$ cat config.mk
export PLATFORM = sky130hd
export DESIGN_NAME = reset_pu_stop_supervisor
export DESIGN_NICKNAME = d
export VERILOG_FILES = /design/src/core/supervisor_pkg.sv /design/src/core/sel_if.sv /design/src/core/reset_pu_stop_supervisor.sv /design/src/core/sel_decode.sv
export VERILOG_INCLUDE_DIRS = /design/src /design/src/core
export SDC_FILE = /design/constraint.sdc
export NUM_CORES = 1
export LEC_CHECK = 0
export ABC_AREA = 1
export BUFFER_PORTS_ARGS = -buffer_cell sky130_fd_sc_hd__buf_2
export CORE_MARGIN = 2
export CORE_UTILIZATION = 35
export DETAILED_ROUTE_END_ITERATION = 6
export PLACE_DENSITY = 0.61
export SETUP_SLACK_MARGIN = 0.02
export SLEW_MARGIN = 20
export SYNTH_ARGS = -nofsm -noshare
export SYNTH_HDL_FRONTEND = slang
export SYNTH_SLANG_ARGS = --single-unit
$ cat constraint.sdc
create_clock -name clk -period 1.7 [get_ports clk]
set_clock_uncertainty 0.1 [all_clocks]
set_input_delay 0.17 -clock clk [delete_from_list [all_inputs] [get_ports clk]]
set_output_delay 0.17 -clock clk [all_outputs]
set_load 0.02 [all_outputs]
$ cat src/core/supervisor_regs.svh
// constants of the reset / unit-unplug / panel-stop supervisor
// assumes a 125 MHz system clock and synchronous panel inputs
// How it works
// - selection takes only 0..3 and 14..17; starts at 14.
// - selections 1,3,15,17 accept reset only while tripped.
// - selections 0,2,14,16 accept reset at any time.
// - selections 2,3,16,17 trip once the unit is judged unplugged.
// - unplug declared after absence above one second; fault code and trip raised together.
// - selections 0,1,14,15 ignore an unplugged unit, no fault.
// - selections 0..3 stop key decelerates only in panel mode.
// - selections 14..17 stop key decelerates in every mode.
// - acceptance condition covers terminal reset and link reset command.
// - accepted reset while running cuts output at once, motor coasts.
// - accepted reset clears thermal and brake duty accumulators.
// - unit reset key honoured only while tripped, any selection.
// - selection writable whether running or tripped; parameter clears leave it alone.
// - selection writable only while extended display select is 0.
// - panel stop shows its indication only in selections 14..17 and raises no fault.
// - unit absent since power-on is not an unplug fault.
// - power reset or accepted terminal reset clears panel stop.
`ifndef SUPERVISOR_REGS_SVH
`define SUPERVISOR_REGS_SVH
`define SEL_INIT         5'h0E
`define CLK_HZ           125000000
`define UNPLUG_TIME_MS   1000
`define UNPLUG_CYCLES    (`CLK_HZ / 1000 * `UNPLUG_TIME_MS)
`define FAULT_UNPLUG     8'h01
`define FAULT_NONE       8'h00
`endif

$ cat src/core/supervisor_pkg.sv
// types of the reset / unplug / panel-stop supervisor
// assumes nothing beyond the constants header
package supervisor_pkg;
  typedef enum logic [1:0] {
    MODE_PANEL,
    MODE_EXTERNAL,
    MODE_NETWORK
  } op_mode_t;
endpackage

$ cat src/core/sel_if.sv
// selection decode carried from decoder to supervisor
// assumes one producer and one consumer
interface sel_if;
  logic reset_anytime;
  logic unplug_trips;
  logic stop_all_modes;
  modport dec (output reset_anytime, output unplug_trips,
               output stop_all_modes);
  modport use_ (input reset_anytime, input unplug_trips,
                input stop_all_modes);
endinterface

$ cat src/core/reset_pu_stop_supervisor.sv
// reset gating, operator unit unplug watch and panel stop control
// assumes synchronous inputs; trip/thermal logic sits outside
`include "supervisor_regs.svh"
module reset_pu_stop_supervisor #(
  parameter int UNPLUG_CYCLES = `UNPLUG_CYCLES
) (
  input  wire logic                     clk,
  input  wire logic                     rst_b,
  input  wire logic                     sel_wr,
  input  wire logic [4:0]               sel_wdata,
  input  wire logic                     param_clear,
  input  wire logic [7:0]               extended_display_select,
  input  wire logic                     tripped,
  input  wire logic                     running,
  input  wire supervisor_pkg::op_mode_t op_mode,
  input  wire logic                     reset_input_terminal,
  input  wire logic                     link_reset_cmd,
  input  wire logic                     unit_reset_key,
  input  wire logic                     unit_stop_key,
  input  wire logic                     unit_present,
  output logic [4:0]                    supervision_select,
  output logic                          sel_wr_refused,
  output logic                          reset_accept,
  output logic                          output_cutoff,
  output logic                          clear_accumulators,
  output logic                          unplug_trip,
  output logic                          fault_out,
  output logic [7:0]                    unit_unplug_fault_code,
  output logic                          decel_stop,
  output logic                          panel_stop_indication
);
  if (UNPLUG_CYCLES < 2) begin : g_bad_cycles
    $error("UNPLUG_CYCLES too small");
  end

  typedef struct packed {
    logic [4:0]  sel;
    logic        wr_refused;
    logic        accept;
    logic        cutoff;
    logic        clr_acc;
    logic        seen;
    logic        unplugged;
    logic [31:0] cnt;
    logic        decel;
    logic        pstop;
  } state_t;

  state_t s;
  state_t next_s;
  sel_if  d ();

  sel_decode u_dec (
    .sel (s.sel),
    .d   (d)
  );

  function automatic logic sel_legal(input logic [4:0] v);
    sel_legal = (v <= 5'h03) || (v >= 5'h0E && v <= 5'h11);
  endfunction

  logic ext_req;
  logic ext_ok;
  logic key_ok;
  logic stop_ok;
  logic timeout;

  always_comb begin
    next_s = s;
    ext_req = reset_input_terminal | link_reset_cmd;
    ext_ok  = ext_req & (d.reset_anytime | tripped);
    key_ok  = unit_reset_key & tripped;
    stop_ok = unit_stop_key &
              (d.stop_all_modes ||
               op_mode == supervisor_pkg::MODE_PANEL);
    timeout = (s.cnt >= 32'(UNPLUG_CYCLES));
    next_s.wr_refused = 1'b0;
    // param_clear has no effect on the selection on purpose
    if (sel_wr) begin
      if (extended_display_select == 8'h00 && sel_legal(sel_wdata))
        next_s.sel = sel_wdata;
      else
        next_s.wr_refused = 1'b1;
    end
    next_s.accept  = ext_ok | key_ok;
    next_s.cutoff  = (ext_ok | key_ok) & running;
    next_s.clr_acc = ext_ok | key_ok;
    // counter restarts on any sighting of the unit
    if (unit_present) begin
      next_s.seen = 1'b1;
      next_s.cnt  = '0;
    end else if (s.seen && !timeout) begin
      next_s.cnt = s.cnt + 32'h1;
    end
    if (ext_ok | key_ok)
      next_s.unplugged = 1'b0;
    // set after clear: a unit still missing outlasts the reset
    if (s.seen && timeout && d.unplug_trips)
      next_s.unplugged = 1'b1;
    next_s.decel = stop_ok;
    if ((reset_input_terminal & ext_ok) | key_ok)
      next_s.pstop = 1'b0;
    // panel stop latches only in the all-modes selections; a held key wins
    if (stop_ok && d.stop_all_modes)
      next_s.pstop = 1'b1;
  end

  always_ff @(posedge clk or negedge rst_b) begin
    if (!rst_b) begin
      s     <= '0;
      s.sel <= `SEL_INIT;
    end else begin
      s <= next_s;
    end
  end

  assign supervision_select     = s.sel;
  assign sel_wr_refused         = s.wr_refused;
  assign reset_accept           = s.accept;
  assign output_cutoff          = s.cutoff;
  assign clear_accumulators     = s.clr_acc;
  assign unplug_trip            = s.unplugged;
  assign fault_out              = s.unplugged;
  assign unit_unplug_fault_code = s.unplugged ? `FAULT_UNPLUG
                                              : `FAULT_NONE;
  assign decel_stop             = s.decel;
  assign panel_stop_indication  = s.pstop;
endmodule

$ cat src/core/sel_decode.sv
// decodes the supervision selection into three behaviour bits
// assumes the value has already been range checked
module sel_decode (
  input  wire logic [4:0] sel,
  sel_if.dec              d
);
  // 14..17 repeat the 0..3 pattern, plus the stop key in every mode
  logic       all_modes;
  logic [4:0] idx;
  assign all_modes        = (sel >= 5'h0E);
  assign idx              = all_modes ? sel - 5'h0E : sel;
  assign d.reset_anytime  = ~idx[0];
  assign d.unplug_trips   = idx[1];
  assign d.stop_all_modes = all_modes;
endmodule

==> run summary <==
The power density normalized to cell area came out at 586.8 nW/µm². In the finished design, the share of the clock period the worst path needs comes to 100.8%. The top-level port count is 47. Clock-pin slew was measured on the worst setup and hold paths at 100 ps. The finished layout holds 612 standard cells, fillers aside. The actual transition at the worst max-transition pin came out at 567.3 ps. The clock reaches the later pin of the worst-skew pair after 310 ps. The number of synthesized flops with an enable pin came out at 0. The tree is rooted in a sky130_fd_sc_hd__clkbuf_8. After routing the design area is 3647 µm². The number of different library cells in the post-synthesis netlist is 31. The antenna diode count is 0.

The number of input and output port buffers inserted came out at 38. The count of clock tree sinks is 44. The final core utilization came out at 45.07%.

The maximum number of pins on one net before global-route repair is 45. Across the VDD grid, the largest voltage drop is 0.0003160 V. The top cell types in the final layout, fill and taps aside, are sky130_fd_sc_hd__nand2_1, sky130_fd_sc_hd__nor2_1, sky130_fd_sc_hd__nand3_1, sky130_fd_sc_hd__buf_2, sky130_fd_sc_hd__inv_1. Setup violations remaining at the end of the flow were counted as 1. In this run the deepest clock path goes through 2 buffers. The post-place instance area is 3221 µm². The filler cell count in the final layout came out at 861. For this run, the post-layout net count is 534. In this run the biggest area consumer among cell types represents 35.48% of the synthesized area.

The critical path arrival came out at 1820 ps. The initial antenna violation count is 0. STA puts the critical path data required time at 1800 ps. After detailed routing, the number of vias per cell comes to 4.667. The via count of the first global-routing pass is 2762. Power comes to 2140 µW.

The initial utilization of the core area, before any placement, comes to 35.73%. The main combinational cell family by area after synthesis is simple AND/OR/NAND/NOR gates. The startpoint identified for the worst hold timing path is unit_stop_key. The area growth from synthesis to layout is 26.14%. The run finished, with violations left.

The area of the core is 8093 µm². The total negative slack for setup checks is -13.71 ps. The compound-cell area share of the yosys netlist is 3.678%. The routed length per placed instance is 12.51 µm. The max-slew violation total from the final report is 0.

The count of yosys warnings during synthesis is 0. Counting the buffers created by CTS gives 5. Along the worst path, the maximum fanout reaches 7.

The area share of fa/ha/maj cells after synthesis is 0.8654%. The synthesized area per cell is 6.617 µm². In this run, placement finished with an instance count of 582. The share of synthesized area spent on multiplexers came out at 0%.

The share of the Yosys chip area taken by registers is 38.21%. The startpoint of the worst-slack reg-to-reg timing path is s[20]. The tightest min-delay check is of the input pin to flip-flop type. The post-route DRC violation count is 0. The detailed-route wire length is 7654 µm.

The worst setup path is launched from a flip-flop. The remaining global-route overflow is 0. The number of nets with antenna violations after routing is 0. The number of levels the H-tree was split into is 2. Detailed placement ended at an HPWL of 4861 µm.

Subtracting the final worst setup slack from the clock period gives 1714 ps. The worst-case setup margin in the final layout is -13.71 ps. The number of hold-slack violations in the final timing report came out at 0. Leaving out fill and tap cells, the most frequent cell in the layout is sky130_fd_sc_hd__nand2_1. The area enclosed by the die boundary is 9004 µm². The final estimated routing congestion in global placement is 0.8892. The first-pass GRT wire length is 12190 µm. The xor and xnor area share after synthesis came out at 4.241%.

The largest total area in the synthesized netlist belongs to sky130_fd_sc_hd__dfrtp_1. The die boundary height came out at 94.89 µm. From left edge to right edge, the die measures 94.89 µm.

The mapped netlist covers 2892 µm². The total number of vias came out at 2856. The launching element of the worst setup path is s[20]. The number of synthesized register bits is 44.

The number of iterations in the first detailed-routing pass is 4. Synthesis produced 437 cells. The number of maximum-capacitance constraint violations came out at 0. The most frequently used flop master after synthesis is sky130_fd_sc_hd__dfrtp_1.

The simple-gate share of the synthesized area is 41.84%. The first-iteration detailed-routing DRC count is 146. The critical path is of the flip-flop to flip-flop type. The CTS tree is done. The number of rows in the core area came out at 33. The share of cells above drive strength 1 came out at 24.26%. The async set or reset register ratio after synthesis came out at 100.0%.

Setup repair after global routing could not meet its margin everywhere. In the global route stage, overall resource usage came out at 17.03%. The worst pin sits at a relative slew slack of 62.18%. The worst setup path is captured at a flip-flop.

Yosys attributes the largest share of cell area to sky130_fd_sc_hd__dfrtp_1, sky130_fd_sc_hd__nand2_1, sky130_fd_sc_hd__nor2_1. Timing would allow up to 583.5 MHz. The static leakage power is 0.001783 µW. The final reports fail on negative setup slack.
[cells by family (layout without fill, tap and decap cells)]
kind of cell,after synthesis,in the layout
AO/OA/AOI/OAI,16,16
XOR/XNOR,14,14
adder cells (fa/ha/maj),2,2
buffers and inverters,64,126
flip-flops,44,44
other,1,7
AND/OR/NAND/NOR,296,298
[power by group]
part           total (µW)  switching [µW]  internal, µW
clock                 854             411           443
combinational         208             131          76.6
sequential           1080            12.4          1070
total                2140             554          1590
[worst paths after layout]
check | slack (ps) | to | cells past startpoint
hold reg to reg | 390 | s[29] | 2
min in group asynchronous | 390 | s[21] | 3
setup / recovery | -10 | s[16] | 9
max in group asynchronous | 690 | s[11] | 3
hold / removal | 10 | decel_stop | 3
setup reg to reg | -10 | s[16] | 9
[flip-flops by register name, summed over array words and instances (netlist names)]
signal	count
s	33
supervision_select	5
clear_accumulators	1
decel_stop	1
fault_out	1
output_cutoff	1
panel_stop_indication	1
sel_wr_refused	1
[layout make-up]
type | instances | area (µm²) | share of cell area [%]
clock buffer | 5 | 68.82 | 1.887
clock inverter | 3 | 46.29 | 1.269
inverter | 39 | 146.4 | 4.014
multi-input combinational | 337 | 1582 | 43.36
sequential | 44 | 1116 | 30.60
tap | 105 | 131.4 | 3.602
timing repair buffer | 79 | 556.8 | 15.27
[through the flow]
stage	hold slack, ps	worst slack [ps]
2_1_floorplan	-225.6	50.49
3_3_place_gp	188.2	39.51
3_5_place_dp	194.6	-6.611
4_1_cts	5.529	36.17
5_1_grt	9.947	-95.02
6_report	12.89	-13.71
[cells in the mapped netlist, types with 2 or more instances]
master	count
sky130_fd_sc_hd__xnor2_1	5
sky130_fd_sc_hd__xor2_1	9
sky130_fd_sc_hd__inv_1	36
sky130_fd_sc_hd__a21oi_1	3
sky130_fd_sc_hd__dfrtp_1	41
sky130_fd_sc_hd__ha_1	2
sky130_fd_sc_hd__nand3_1	45
sky130_fd_sc_hd__nor2_2	2
sky130_fd_sc_hd__buf_4	17
sky130_fd_sc_hd__clkbuf_1	6
sky130_fd_sc_hd__dfstp_2	3
sky130_fd_sc_hd__nand2_1	157
sky130_fd_sc_hd__nor2_1	84
sky130_fd_sc_hd__o21ai_0	6
sky130_fd_sc_hd__inv_2	3
sky130_fd_sc_hd__nand2_2	2
sky130_fd_sc_hd__buf_6	2
[layer usage]
layer	global-route usage, %	vias up	share of wire, %	wire, µm
met3	3.033	8	6.5	501
met5	0	-	0	0
met4	4.589	0	1.0	77
li1	-	1454	-	-
met1	22.35	1309	44	3396
met2	28.84	85	48	3680
[critical path, stage by stage (launching register included)]
cell	delay, ps
sky130_fd_sc_hd__dfrtp_1	400
sky130_fd_sc_hd__inv_1	80
sky130_fd_sc_hd__nand2_1	90
sky130_fd_sc_hd__nand3_1	90
sky130_fd_sc_hd__nand2_1	80
sky130_fd_sc_hd__a21oi_4	160
sky130_fd_sc_hd__nand3_4	220
sky130_fd_sc_hd__clkbuf_16	250
sky130_fd_sc_hd__nand3_1	70
sky130_fd_sc_hd__nand2_1	60
[repair_timing]
item | CTS | global route
setup buffers | 0 | 8
endpoints found under the setup margin | 27 | 27
gates resized for setup | 1 | 33
endpoints found under the hold margin | 49 | 0
gates cloned | 0 | 4
pin swaps | 0 | 3
hold buffers | 10 | 0
Note: power is estimated with default switching activity, not from simulation.
